==> src/hw/builtin_io_map.svh <==
// Offsets, field positions, reset values and timing counts for the
// built-in I/O port. Assumes a 25 MHz system clock.
`ifndef BUILTIN_IO_MAP_SVH
`define BUILTIN_IO_MAP_SVH

// Register byte addresses
`define REG_FUNC_SEL      12'h000
`define REG_FILT_FAST     12'h004
`define REG_FILT_STD      12'h008
`define REG_OUT_IMAGE     12'h00C
`define REG_IN_IMAGE      12'h010
`define REG_DIRECT_IN     12'h014
`define REG_SCAN_CTRL     12'h018
`define REG_LAMPS         12'h01C
`define REG_CATCH_EN      12'h020
`define REG_FUNC_OUT      12'h024

// Field positions
`define FSEL_MODE_LSB     0
`define FSEL_USE_LSB      2
`define FSEL_LOAD_BIT     16
`define SCAN_END_BIT      0
`define SCAN_RFS_BIT      1
`define SCAN_LO_LSB       8
`define SCAN_HI_LSB       16

// Reset values
`define FSEL_RESET        2'h0
`define FILT_RESET        32'h0000_0000

// Filter times in nanoseconds, then cycles at 40 ns
`define CLK_NS            40
`define T_FAST_0_NS       10000
`define T_FAST_1_NS       100000
`define T_FAST_2_NS       200000
`define T_FAST_3_NS       400000
`define T_FAST_4_NS       600000
`define T_FAST_5_NS       1000000
`define T_STD_0_NS        100000
`define T_STD_1_NS        1000000
`define T_STD_2_NS        5000000
`define T_STD_3_NS        10000000
`define T_STD_4_NS        20000000
`define T_STD_5_NS        70000000
`define CYC(t)            (((t) + `CLK_NS - 1) / `CLK_NS)

`endif

==> src/hw/builtin_io_pkg.sv <==
// Types shared by the built-in I/O port.
// Assumes builtin_io_map.svh supplies all numbers.
package builtin_io_pkg;
    typedef enum logic [1:0] {
        FUNC_GENERAL = 2'b00,
        FUNC_COUNTER = 2'b01,
        FUNC_POSITION = 2'b11
    } func_mode_t;
    typedef logic [2:0] filt_sel_t;
    typedef logic [21:0] filt_cnt_t;
endpackage

==> src/hw/builtin_io_port.sv <==
// Built-in I/O port: sixteen filtered inputs, eight selectable outputs,
// input image, pulse catch, lamps. AXI4-Lite slave for software.
// Assumes counter/positioning engines drive funcOut on the same clock.
// Notes on behaviour
// - Counter mode: pins 0,1 coincidence 1, pins 2,3 coincidence 2.
// - Positioning: pins 2,3 clear, 4,5 fwd/rev, 6,7 the same fwd/rev levels.
// - Pins unused by the chosen function act as general outputs.
// - Function-owned pins ignore program output image writes.
// - Function levels never copy back into the output image.
// - Output lamps show the actual pin level.
// - Filtered level copies into the input image except in pulse catch.
// - Pulse catch sets the image bit for exactly one scan.
// - Inputs not used by a function act as general inputs.
// - Input lamps show pin levels, untouched by image writes.
// - Pins 0-5 high-speed class, 6-15 standard class.
// - Input image updates at the end-of-scan instruction.
// - Direct-input view samples the filtered pin level at access.
// - Partial refresh copies just the named range into the image.
// - Standard filter: 0.1, 1, 5, 10, 20 or 70 ms.
// - High-speed filter: 0.01, 0.1, 0.2, 0.4, 0.6 or 1 ms.
// - Shortest standard filter off delay up to twice the setting.
// - Shortest high-speed filter response up to twice the setting.
`include "builtin_io_map.svh"
`timescale 1ns/1ps
`default_nettype none
module builtin_io_port
    import builtin_io_pkg::*;
(
    input  wire logic        clk,
    input  wire logic        rst_n,
    input  wire logic [15:0] inPins,
    output logic      [7:0]  outPins,
    output logic      [15:0] inputStatusLamps,
    output logic      [7:0]  outputStatusLamps,
    input  wire logic [3:0]  funcOut,
    input  wire logic [31:0] s_axi_awaddr,
    input  wire logic        s_axi_awvalid,
    output logic             s_axi_awready,
    input  wire logic [31:0] s_axi_wdata,
    input  wire logic [3:0]  s_axi_wstrb,
    input  wire logic        s_axi_wvalid,
    output logic             s_axi_wready,
    output logic [1:0]       s_axi_bresp,
    output logic             s_axi_bvalid,
    input  wire logic        s_axi_bready,
    input  wire logic [31:0] s_axi_araddr,
    input  wire logic        s_axi_arvalid,
    output logic             s_axi_arready,
    output logic [31:0]      s_axi_rdata,
    output logic [1:0]       s_axi_rresp,
    output logic             s_axi_rvalid,
    input  wire logic        s_axi_rready
);
    // funcOut, counter: {coin2 ch2, coin2 ch1, coin1 ch2, coin1 ch1};
    // positioning: {axis2 fwd/rev, axis1 fwd/rev, axis2 clear, axis1 clear}
    logic [15:0] syncA, syncB;
    logic [15:0] filtered, next_filtered;
    logic [15:0] inputImage, next_inputImage;
    logic [15:0] catchEn, next_catchEn;
    logic [15:0] caughtPend, next_caughtPend;
    logic [7:0]  outputImage, next_outputImage;
    logic [7:0]  outReg, next_outReg;
    logic [7:0]  funcUse, next_funcUse;
    logic [7:0]  stagedUse, next_stagedUse;
    func_mode_t  mode, next_mode, stagedMode, next_stagedMode;
    logic [17:0] filtFast, next_filtFast;
    logic [29:0] filtStd, next_filtStd;
    logic [7:0]  ownedPins;
    logic [7:0]  funcLevel;
    logic [3:0]  funcOutReg;
    logic        endScan, refresh;
    logic [3:0]  rfsLo, rfsHi;

    // Pins come from outside: two flops before any logic
    always_ff @(posedge clk) begin
        if (!rst_n) begin
            syncA <= 16'h0000;
            syncB <= 16'h0000;
        end else begin
            syncA <= inPins;
            syncB <= syncA;
        end
    end

    // Per-pin debounce; class fixed by pin index
    genvar gi;
    generate
        for (gi = 0; gi < 16; gi++) begin : g_filt
            filt_cnt_t cnt, next_cnt;
            filt_cnt_t limit;
            filt_sel_t sel;
            always_comb begin
                if (gi < 6) begin
                    sel = filtFast[(gi < 6 ? gi : 0)*3 +: 3];
                    unique case (sel)
                        3'd0: limit = filt_cnt_t'(`CYC(`T_FAST_0_NS));
                        3'd1: limit = filt_cnt_t'(`CYC(`T_FAST_1_NS));
                        3'd2: limit = filt_cnt_t'(`CYC(`T_FAST_2_NS));
                        3'd3: limit = filt_cnt_t'(`CYC(`T_FAST_3_NS));
                        3'd4: limit = filt_cnt_t'(`CYC(`T_FAST_4_NS));
                        default: limit = filt_cnt_t'(`CYC(`T_FAST_5_NS));
                    endcase
                end else begin
                    sel = filtStd[(gi < 6 ? 0 : gi-6)*3 +: 3];
                    unique case (sel)
                        3'd0: limit = filt_cnt_t'(`CYC(`T_STD_0_NS));
                        3'd1: limit = filt_cnt_t'(`CYC(`T_STD_1_NS));
                        3'd2: limit = filt_cnt_t'(`CYC(`T_STD_2_NS));
                        3'd3: limit = filt_cnt_t'(`CYC(`T_STD_3_NS));
                        3'd4: limit = filt_cnt_t'(`CYC(`T_STD_4_NS));
                        default: limit = filt_cnt_t'(`CYC(`T_STD_5_NS));
                    endcase
                end
                // Restart whenever the input matches filtered; accept when stable long enough
                next_cnt = cnt;
                next_filtered[gi] = filtered[gi];
                if (syncB[gi] == filtered[gi]) begin
                    next_cnt = '0;
                end else if (cnt + filt_cnt_t'(1) >= limit) begin
                    next_cnt = '0;
                    next_filtered[gi] = syncB[gi];
                end else begin
                    next_cnt = cnt + filt_cnt_t'(1);
                end
            end
            always_ff @(posedge clk) begin
                if (!rst_n) begin
                    cnt <= '0;
                end else begin
                    cnt <= next_cnt;
                end
            end
        end
    endgenerate

    // Input image, pulse catch and partial refresh
    always_comb begin
        next_inputImage = inputImage;
        next_caughtPend = caughtPend;
        for (int i = 0; i < 16; i++) begin
            // Rising edge is latched until the next scan end
            if (catchEn[i] && next_filtered[i] && !filtered[i])
                next_caughtPend[i] = 1'b1;
            if (endScan) begin
                if (catchEn[i]) begin
                    next_inputImage[i] = caughtPend[i];
                    next_caughtPend[i] = next_filtered[i] && !filtered[i];
                end else begin
                    next_inputImage[i] = filtered[i];
                end
            end else if (refresh && i >= rfsLo && i <= rfsHi
                         && !catchEn[i]) begin
                next_inputImage[i] = filtered[i];
            end
        end
    end

    // Output routing: ownership held in mode/funcUse
    always_comb begin
        ownedPins = 8'h00;
        funcLevel = 8'h00;
        unique case (mode)
            FUNC_COUNTER: begin
                ownedPins = {4'h0, funcUse[3:0]};
                funcLevel = {4'h0, funcOutReg};
            end
            FUNC_POSITION: begin
                ownedPins = {funcUse[7:2], 2'b00};
                funcLevel = {funcOutReg[3:2], funcOutReg[3:2],
                             funcOutReg[1:0], 2'b00};
            end
            default: begin
                ownedPins = 8'h00;
                funcLevel = 8'h00;
            end
        endcase
        for (int j = 0; j < 8; j++) begin
            // Program image only where no function owns the pin
            next_outReg[j] = ownedPins[j] ? funcLevel[j]
                                          : outputImage[j];
        end
    end

    always_ff @(posedge clk) begin
        if (!rst_n) begin
            funcOutReg <= 4'h0;
            outReg <= 8'h00;
            inputImage <= 16'h0000;
            caughtPend <= 16'h0000;
            filtered <= 16'h0000;
        end else begin
            funcOutReg <= funcOut;
            outReg <= next_outReg;
            inputImage <= next_inputImage;
            caughtPend <= next_caughtPend;
            filtered <= next_filtered;
        end
    end

    assign outPins = outReg;
    assign outputStatusLamps = outReg;
    assign inputStatusLamps = syncB;

    // AXI4-Lite write: take address and data in either order
    logic        awHeld, wHeld, next_awHeld, next_wHeld;
    logic [11:0] awAddr, next_awAddr;
    logic [31:0] wData, next_wData;
    logic        bValid, next_bValid;
    logic [1:0]  bResp, next_bResp;
    logic        doWrite;
    assign s_axi_awready = !awHeld && !bValid;
    assign s_axi_wready  = !wHeld && !bValid;
    always_comb begin
        next_awHeld = awHeld;
        next_wHeld = wHeld;
        next_awAddr = awAddr;
        next_wData = wData;
        next_bValid = bValid;
        next_bResp = bResp;
        if (s_axi_awvalid && s_axi_awready) begin
            next_awHeld = 1'b1;
            next_awAddr = s_axi_awaddr[11:0];
        end
        if (s_axi_wvalid && s_axi_wready) begin
            next_wHeld = 1'b1;
            next_wData = s_axi_wdata;
        end
        doWrite = awHeld && wHeld;
        if (doWrite) begin
            next_awHeld = 1'b0;
            next_wHeld = 1'b0;
            next_bValid = 1'b1;
            unique case (awAddr)
                `REG_FUNC_SEL, `REG_FILT_FAST, `REG_FILT_STD,
                `REG_OUT_IMAGE, `REG_IN_IMAGE, `REG_SCAN_CTRL,
                `REG_CATCH_EN: next_bResp = 2'b00;
                default: next_bResp = 2'b10;
            endcase
        end
        if (bValid && s_axi_bready)
            next_bValid = 1'b0;
    end
    assign s_axi_bvalid = bValid;
    assign s_axi_bresp = bResp;

    // Register writes; scan strobes are one-cycle pulses
    always_comb begin
        next_stagedMode = stagedMode;
        next_stagedUse = stagedUse;
        next_mode = mode;
        next_funcUse = funcUse;
        next_filtFast = filtFast;
        next_filtStd = filtStd;
        next_outputImage = outputImage;
        next_catchEn = catchEn;
        endScan = 1'b0;
        refresh = 1'b0;
        rfsLo = wData[`SCAN_LO_LSB +: 4];
        rfsHi = wData[`SCAN_HI_LSB +: 4];
        if (doWrite) begin
            unique case (awAddr)
                `REG_FUNC_SEL: begin
                    // Staged copy is only read back; load bit switches pin ownership at once
                    next_stagedMode = func_mode_t'(wData[`FSEL_MODE_LSB +: 2]);
                    next_stagedUse = wData[`FSEL_USE_LSB +: 8];
                    if (wData[`FSEL_LOAD_BIT]) begin
                        next_mode = func_mode_t'(wData[`FSEL_MODE_LSB +: 2]);
                        next_funcUse = wData[`FSEL_USE_LSB +: 8];
                    end
                end
                `REG_FILT_FAST: next_filtFast = wData[17:0];
                `REG_FILT_STD:  next_filtStd = wData[29:0];
                `REG_OUT_IMAGE: next_outputImage = wData[7:0];
                `REG_CATCH_EN:  next_catchEn = wData[15:0];
                `REG_SCAN_CTRL: begin
                    endScan = wData[`SCAN_END_BIT];
                    refresh = wData[`SCAN_RFS_BIT];
                end
                default: next_catchEn = catchEn;
            endcase
        end
    end

    always_ff @(posedge clk) begin
        if (!rst_n) begin
            awHeld <= 1'b0;
            wHeld <= 1'b0;
            awAddr <= 12'h000;
            wData <= 32'h0000_0000;
            bValid <= 1'b0;
            bResp <= 2'b00;
            mode <= FUNC_GENERAL;
            stagedMode <= FUNC_GENERAL;
            funcUse <= 8'h00;
            stagedUse <= 8'h00;
            filtFast <= 18'h0_0000;
            filtStd <= 30'h0000_0000;
            outputImage <= 8'h00;
            catchEn <= 16'h0000;
        end else begin
            awHeld <= next_awHeld;
            wHeld <= next_wHeld;
            awAddr <= next_awAddr;
            wData <= next_wData;
            bValid <= next_bValid;
            bResp <= next_bResp;
            mode <= next_mode;
            stagedMode <= next_stagedMode;
            funcUse <= next_funcUse;
            stagedUse <= next_stagedUse;
            filtFast <= next_filtFast;
            filtStd <= next_filtStd;
            outputImage <= next_outputImage;
            catchEn <= next_catchEn;
        end
    end

    // AXI4-Lite read: one cycle after the address is taken
    logic        rValid, next_rValid;
    logic [31:0] rData, next_rData;
    logic [1:0]  rResp, next_rResp;
    assign s_axi_arready = !rValid;
    always_comb begin
        next_rValid = rValid;
        next_rData = rData;
        next_rResp = rResp;
        if (s_axi_arvalid && s_axi_arready) begin
            next_rValid = 1'b1;
            next_rResp = 2'b00;
            unique case (s_axi_araddr[11:0])
                `REG_FUNC_SEL:  next_rData = {22'h0, funcUse, mode};
                `REG_FILT_FAST: next_rData = {14'h0, filtFast};
                `REG_FILT_STD:  next_rData = {2'h0, filtStd};
                `REG_OUT_IMAGE: next_rData = {24'h0, outputImage};
                `REG_IN_IMAGE:  next_rData = {16'h0, inputImage};
                `REG_DIRECT_IN: next_rData = {16'h0, filtered};
                `REG_SCAN_CTRL: next_rData = 32'h0000_0000;
                `REG_LAMPS:     next_rData = {8'h0, outReg, syncB};
                `REG_CATCH_EN:  next_rData = {16'h0, catchEn};
                `REG_FUNC_OUT:  next_rData = {22'h0, stagedUse, stagedMode};
                default: begin
                    next_rData = 32'h0000_0000;
                    next_rResp = 2'b10;
                end
            endcase
        end else if (rValid && s_axi_rready) begin
            next_rValid = 1'b0;
        end
    end
    always_ff @(posedge clk) begin
        if (!rst_n) begin
            rValid <= 1'b0;
            rData <= 32'h0000_0000;
            rResp <= 2'b00;
        end else begin
            rValid <= next_rValid;
            rData <= next_rData;
            rResp <= next_rResp;
        end
    end
    assign s_axi_rvalid = rValid;
    assign s_axi_rdata = rData;
    assign s_axi_rresp = rResp;
endmodule
`default_nettype wire

==> config.mk <==
export PLATFORM = sky130hd
export DESIGN_NAME = builtin_io_port
export DESIGN_NICKNAME = d
export VERILOG_FILES = /design/src/hw/builtin_io_pkg.sv /design/src/hw/builtin_io_port.sv
export VERILOG_INCLUDE_DIRS = /design/src /design/src/hw
export SDC_FILE = /design/constraint.sdc
export NUM_CORES = 2
export LEC_CHECK = 0
export ABC_AREA = 1
export BUFFER_PORTS_ARGS = -buffer_cell sky130_fd_sc_hd__buf_2
export CAP_MARGIN = 30
export CORE_MARGIN = 4
export CORE_UTILIZATION = 45
export CTS_CLUSTER_DIAMETER = 120
export CTS_CLUSTER_SIZE = 8
export DETAILED_ROUTE_END_ITERATION = 6
export PLACE_DENSITY_LB_ADDON = 0.1
export SYNTH_ARGS = -nofsm -noshare
export SYNTH_HDL_FRONTEND = slang
export SYNTH_SLANG_ARGS = --single-unit
==> constraint.sdc <==
create_clock -name clk -period 5.7 [get_ports clk]
set_input_delay 0.57 -clock clk [delete_from_list [all_inputs] [get_ports clk]]
set_output_delay 0.57 -clock clk [all_outputs]
set_load 0.02 [all_outputs]
# == Word level (Yosys, flattened, before mapping) ==
# Cells that the tools add are included.
# word_totals
reg_bits,618
latchBits,0
ram_bits,0
romBits,0
output_inout_bits,73
word_cells,577
n_memories,0
# classes
addsub,16
multipliers,0
div,0
n_lt_le_gt_ge,46
eq_ne,97
n_shift,0
n_mux,163
n_bitwise,1
n_reduce_logical,199
# ops
op,count
case mux 21 bit (5 select lines),10
case mux 15 bit (5 select lines),6
"adder 22 x 1 -> 22 bit, second input constant",16
>= comparator 22 bit,16
case mux 30 bit (9 select lines),1
two-way mux 1 bit,142
logical AND 1 bit,102
"== test 3 x 2 -> 1 bit, second input constant",32
"== test 12 x 5 -> 1 bit, second input constant",6
"== test 12 x 4 -> 1 bit, second input constant",4
"== test 3 x 1 -> 1 bit, second input constant",16
"== test 3 bit, second input constant",16
logical NOT 3 bit,16
OR reduction 3 bit,16
"== test 12 x 6 -> 1 bit, second input constant",3
logical NOT 1 bit,36
nonzero test 2 bit,17
"<= comparator 4 bit, first input constant",8
case mux 8 bit (2 select lines),2
">= comparator 4 bit, first input constant",7
"== test 12 x 3 -> 1 bit, second input constant",2
logical NOT 12 bit,2
== test 1 bit,16
">= comparator 3 x 4 -> 1 bit, first input constant",4
14 further kinds,26

# == Depth between registers and ports, before layout ==
# logic_depth
word_depth,10
ltp_mapped,23

# == Least setup slack after synthesis ==
# No wires, ideal clock.
# synth_timing
path_type,register -> register
startpoint,reg g_filt[3].cnt[0]
endpoint,reg g_filt[3].cnt[13]
setup_time_ns,0.119
arrival_time_ns,2.815
slack_ns,2.766
stages_incl_launch_ff,22
n_path_buf,1
period_less_slack_ns,2.934
path_cell_list,dfxtp_1 > ha_1 > nand2_1 > nor2_2 > nand2_1 > nor2_1 > nand2_1 > xor2_1 > inv_1 > ha_1 > nand2_1 > nor2_1 > nand2_1 > nor2_1 > nor2_1 > nand3_1 > nand2_1 > nand3b_1 > nor2_4 > nand3_4 > buf_6 > nor2_2
# synth_between
elab_chain_cells,3
# synth_lines
item,line_no,source
from (decl),builtin_io_port.sv:89,"filt_cnt_t cnt, next_cnt;"
from (signal assigned),builtin_io_port.sv:130,cnt <= next_cnt;
adder 22 x 1 -> 22 bit *,"builtin_io_port.sv:119, builtin_io_port.sv:123",
>= comparator 22 bit,builtin_io_port.sv:119,end else if (cnt + filt_cnt_t'(1) >= limit) begin
OR reduction 3 bit (no line),--,
# Every way passes the cells marked *; elsewhere a longest branch is shown, timed or not.
# A chain may end at the register's enable or synchronous reset.

# == Worst setup path after layout ==
# layout_timing
startpoint,reg g_filt[6].cnt[0]
endpoint,reg g_filt[6].cnt[9]
# layout_between
elab_chain_cells,3
# layout_lines
item,line_no
from (decl),builtin_io_port.sv:89
from (signal assigned),builtin_io_port.sv:130
adder 22 x 1 -> 22 bit *,"builtin_io_port.sv:119, builtin_io_port.sv:123"
>= comparator 22 bit,builtin_io_port.sv:119
OR reduction 3 bit (no line),--
# Marked as above.

==> results.py <==
metrics = {
    "floorplanning": {
        "die_w_um": 293.3,
        "design.die.area_mm2": 0.08600,
        "start_util_pct": 45.46,
        "die_h_um": 293.3,
        "rows": 104,
        "io-pin-count": 200,
        "core_mm2": 0.08055,
    },
    "global_route": {
        "antenna_found_initial": 1,
        "grt_util_all_layers_pct": 22.49,
        "grt_overflow": 0,
        "grt_pass1_vias": 30907,
        "grt_pass1_wl_mm": 158.9,
        "grt_max_degree": 85,
    },
    "route": {
        "wl_met2_mm": 44.39,
        "drc_errors": 0,
        "antenna_left": 0,
        "dr_wl_met3_mm": 5.708,
        "routed_wirelength_mm": 97.92,
        "wire_per_inst_um": 14.94,
        "wl_met1_mm": 45.75,
        "vias": 32638,
        "drt_iter0_drc": 1898,
        "via_per_inst": 4.978,
        "top_layer": "met4",
        "dr.pass1.iters": 5,
    },
    "place": {
        "place_area_mm2": 0.03845,
        "io_buffers": 149,
        "globalplace.congestion": 0.8784,
        "place_hpwl_mm": 75.17,
    },
    "synth": {
        "synth_seq_cells": 614,
        "ys.flop_type": "dfxtp_1",
        "synthArstFlopShare_pct": 0,
        "synth_edf_count": 0,
        "yosys_warnings": 0,
        "netlist_instances": 5308,
        "netlist_area_mm2": 0.03662,
        "synth_area_leaders": "dfxtp_1 (34%), nand2_1 (10%), ha_1 (9.8%)",
        "syn_area_per_cell_um2": 6.899,
        "ys_seq_area_share_pct": 33.57,
        "ys_types": 59,
        "synth_largest_area_cell": "dfxtp_1",
        "synth_top_area_share_pct": 33.57,
    },
    "power": {
        "p_comb_share_pct": 4.5,
        "switching_power_mw": 2.261,
        "swShare_pct": 23.85,
        "power_density_mw_per_mm2": 232.8,
        "max-vdd-ir-drop_mv": 0.2426,
        "seqPwrFrac_pct": 47.2,
        "p_leak_nw": 18.51,
        "p_clk_share_pct": 48.3,
        "p_int_mw": 7.217,
    },
    "timing": {
        "fin_crit_ns": 3.895,
        "slew_violations": 0,
        "hold_violations": 0,
        "skew_ns": 0.03026,
        "final.period_utilization_pct": 68.33,
        "fmax_ghz": 0.2567,
        "setup-violations-final": 0,
        "fin_setup_tns_ns": 0,
        "rsz0062_at_grt": "false",
        "tightest_slew_ns": 1.001,
        "slew_headroom_pct": 33.10,
    },
    "clock_tree": {
        "cts_sinks": 614,
        "clock_latency_ns": 0.63,
        "numCtsBuffers": 86,
        "htreeDepth": 3,
        "ctsResizeCount": 0,
        "postCtsSetupBuffers": 0,
        "cts_hold_buf": 0,
        "cts.path.max_buffers": 3,
        "clock_tree.root_cell": "clkbuf_16",
        "tritoncts": "done",
        "clk_pin_slew_ns": 0.05,
    },
    "setup_path": {
        "critPathArrivalTime_ns": 4.43,
        "cp-start-kind": "register",
        "worst-r2r-setup-slack_ns": 1.81,
        "end_kind": "register",
        "reg2regPathDepth": 17,
        "cp_max_fo": 21,
        "r2r_start": "g_filt[6].cnt[0]$_SDFF_PP0_",
        "crit_required_ns": 6.24,
        "r2r-end": "g_filt[6].cnt[9]$_SDFF_PP0_",
        "path_class": "register to register",
    },
    "worst_hold_path": {
        "holdPathStages": 2,
        "min_to": "s_axi_bvalid$_SDFFE_PP0P_",
        "min-delay-start": "s_axi_bready",
        "hold_class": "input pin to register",
    },
    "cells_and_area": {
        "final_common_cell": "nand2_1",
        "nNetsFinal": 5905,
        "stdcell_area_mm2": 0.04071,
        "fin_util_pct": 50.54,
        "syn2layout_area_growth_pct": 11.18,
        "diodes": 0,
        "nFillCells": 8172,
        "mostFrequentLayoutCells": "nand2_1 (970), inv_1 (851), nor2_1 (846)",
        "drive_gt1_share_pct": 8.624,
    },
    "run_status": {
        "status": "completed",
    },
    "flow_run": {
        "cap_viol_max_count": 0,
    },
}
[power by group through the flow]
stage          sequential, mW  combinational (mW)  clock, mW
6_report                 4.47               0.426       4.58
5_1_grt                  4.47               0.480       4.88
4_1_cts                  4.47               0.425       4.72
3_5_place_dp             4.55               0.424          0
3_3_place_gp             4.55               0.415          0
2_1_floorplan            4.51               0.287          0
[cell type report]
class / instances / area (µm²) / area share (%)
clock buffer: 89 / 2216 / 5.443
inverter: 892 / 3351 / 8.230
multi-input combinational: 3731 / 20550 / 50.49
sequential: 614 / 12290 / 30.19
clock inverter: 4 / 42.54 / 0.1045
timing repair buffer: 166 / 929.6 / 2.283
tap: 1060 / 1326 / 3.258
[critical path: stages (launching register included)]
cell and delay [ns]:
dfxtp_1 0.38, ha_1 0.21, nand2_1 0.08, nor2_1 0.21
nand3b_1 0.17, nor2_1 0.19, nand3_1 0.16, nor2_1 0.20
nand4_1 0.12, xor2_1 0.24, ha_1 0.29, nand3_1 0.11
inv_1 0.05, a21oi_1 0.16, nand3_1 0.10, nor2_1 0.16
nand3_1 0.64, a21oi_1 0.34
[flip-flops by register name, indices dropped and copies added (netlist names), 2 cells and up]
name	cells
funcUse	8
filtered	16
awAddr	12
inputStatusLamps	16
outputImage	8
caughtPend	16
syncA	16
s_axi_rdata	30
catchEn	16
mode	2
stagedMode	2
stagedUse	8
g_filt.cnt	352
wData	30
inputImage	16
filtFast	18
outPins	8
funcOutReg	4
filtStd	30
[per-stage QoR]
| step | hold WS, ns | total power, mW | setup WS, ns | instances |
|---|---|---|---|---|
| after floorplan | 0.3905 | 4.801 | 2.766 | 5363 |
| final | 0.1217 | 9.478 | 1.805 | 6556 |
| after global placement | 0.3914 | 4.969 | 1.826 | 6458 |
| after detailed placement | 0.3970 | 4.977 | 1.772 | 6463 |
| after CTS | 0.08454 | 9.607 | 1.786 | 6556 |
| after global routing | 0.1189 | 9.836 | 1.316 | 6556 |
[cells by family (layout without fill, tap and decap cells)]
family	count (synthesis)	after routing	synth area share (%)
AND/OR/NAND/NOR	2460	2460	29.93
buffers and inverters	1018	1151	10.89
AO/OA/AOI/OAI	728	728	11.02
flip-flops	614	614	33.57
adder cells (fa/ha/maj)	287	287	9.806
XOR/XNOR	200	200	4.784
other	1	56	0.01024
[layer usage]
layer	GRT usage, %	vias to the layer above
met1	30.18	14726
met3	3.930	124
met4	5.650	0
li1	-	17179
met5	0	-
met2	37.66	609
[cells in the mapped netlist (17+ instances only)]
cell      count
a211oi_1     18
a21oi_1     306
buf_2        24
buf_4        17
clkbuf_1     70
dfxtp_1     614
ha_1        287
inv_1       851
inv_2        32
nand2_1     971
nand3_1     251
nand3b_1     22
nand4_1      87
nor2_1      846
nor2_2       47
nor2_4       39
nor3_1       95
nor3_2       29
o21ai_0     234
o21ai_1      24
o21bai_1     27
o22ai_1      45
xnor2_1      43
xor2_1      157
[worst max path at each step]
stage,slack [ns],endpoint,cells after the start,from
after floorplan,2.77,g_filt[3].cnt[13]$_SDFF_PP0_,21,g_filt[3].cnt[0]$_SDFF_PP0_
after detailed placement,1.77,g_filt[8].cnt[16]$_SDFF_PP0_,20,g_filt[8].cnt[0]$_SDFF_PP0_
after CTS,1.79,g_filt[6].cnt[9]$_SDFF_PP0_,17,g_filt[6].cnt[0]$_SDFF_PP0_
after global placement,1.83,g_filt[9].cnt[13]$_SDFF_PP0_,18,g_filt[9].cnt[0]$_SDFF_PP0_
after global routing,1.32,g_filt[8].cnt[10]$_SDFF_PP0_,20,g_filt[8].cnt[0]$_SDFF_PP0_
final,1.81,g_filt[6].cnt[9]$_SDFF_PP0_,17,g_filt[6].cnt[0]$_SDFF_PP0_
(Power assumes the default switching activity.)
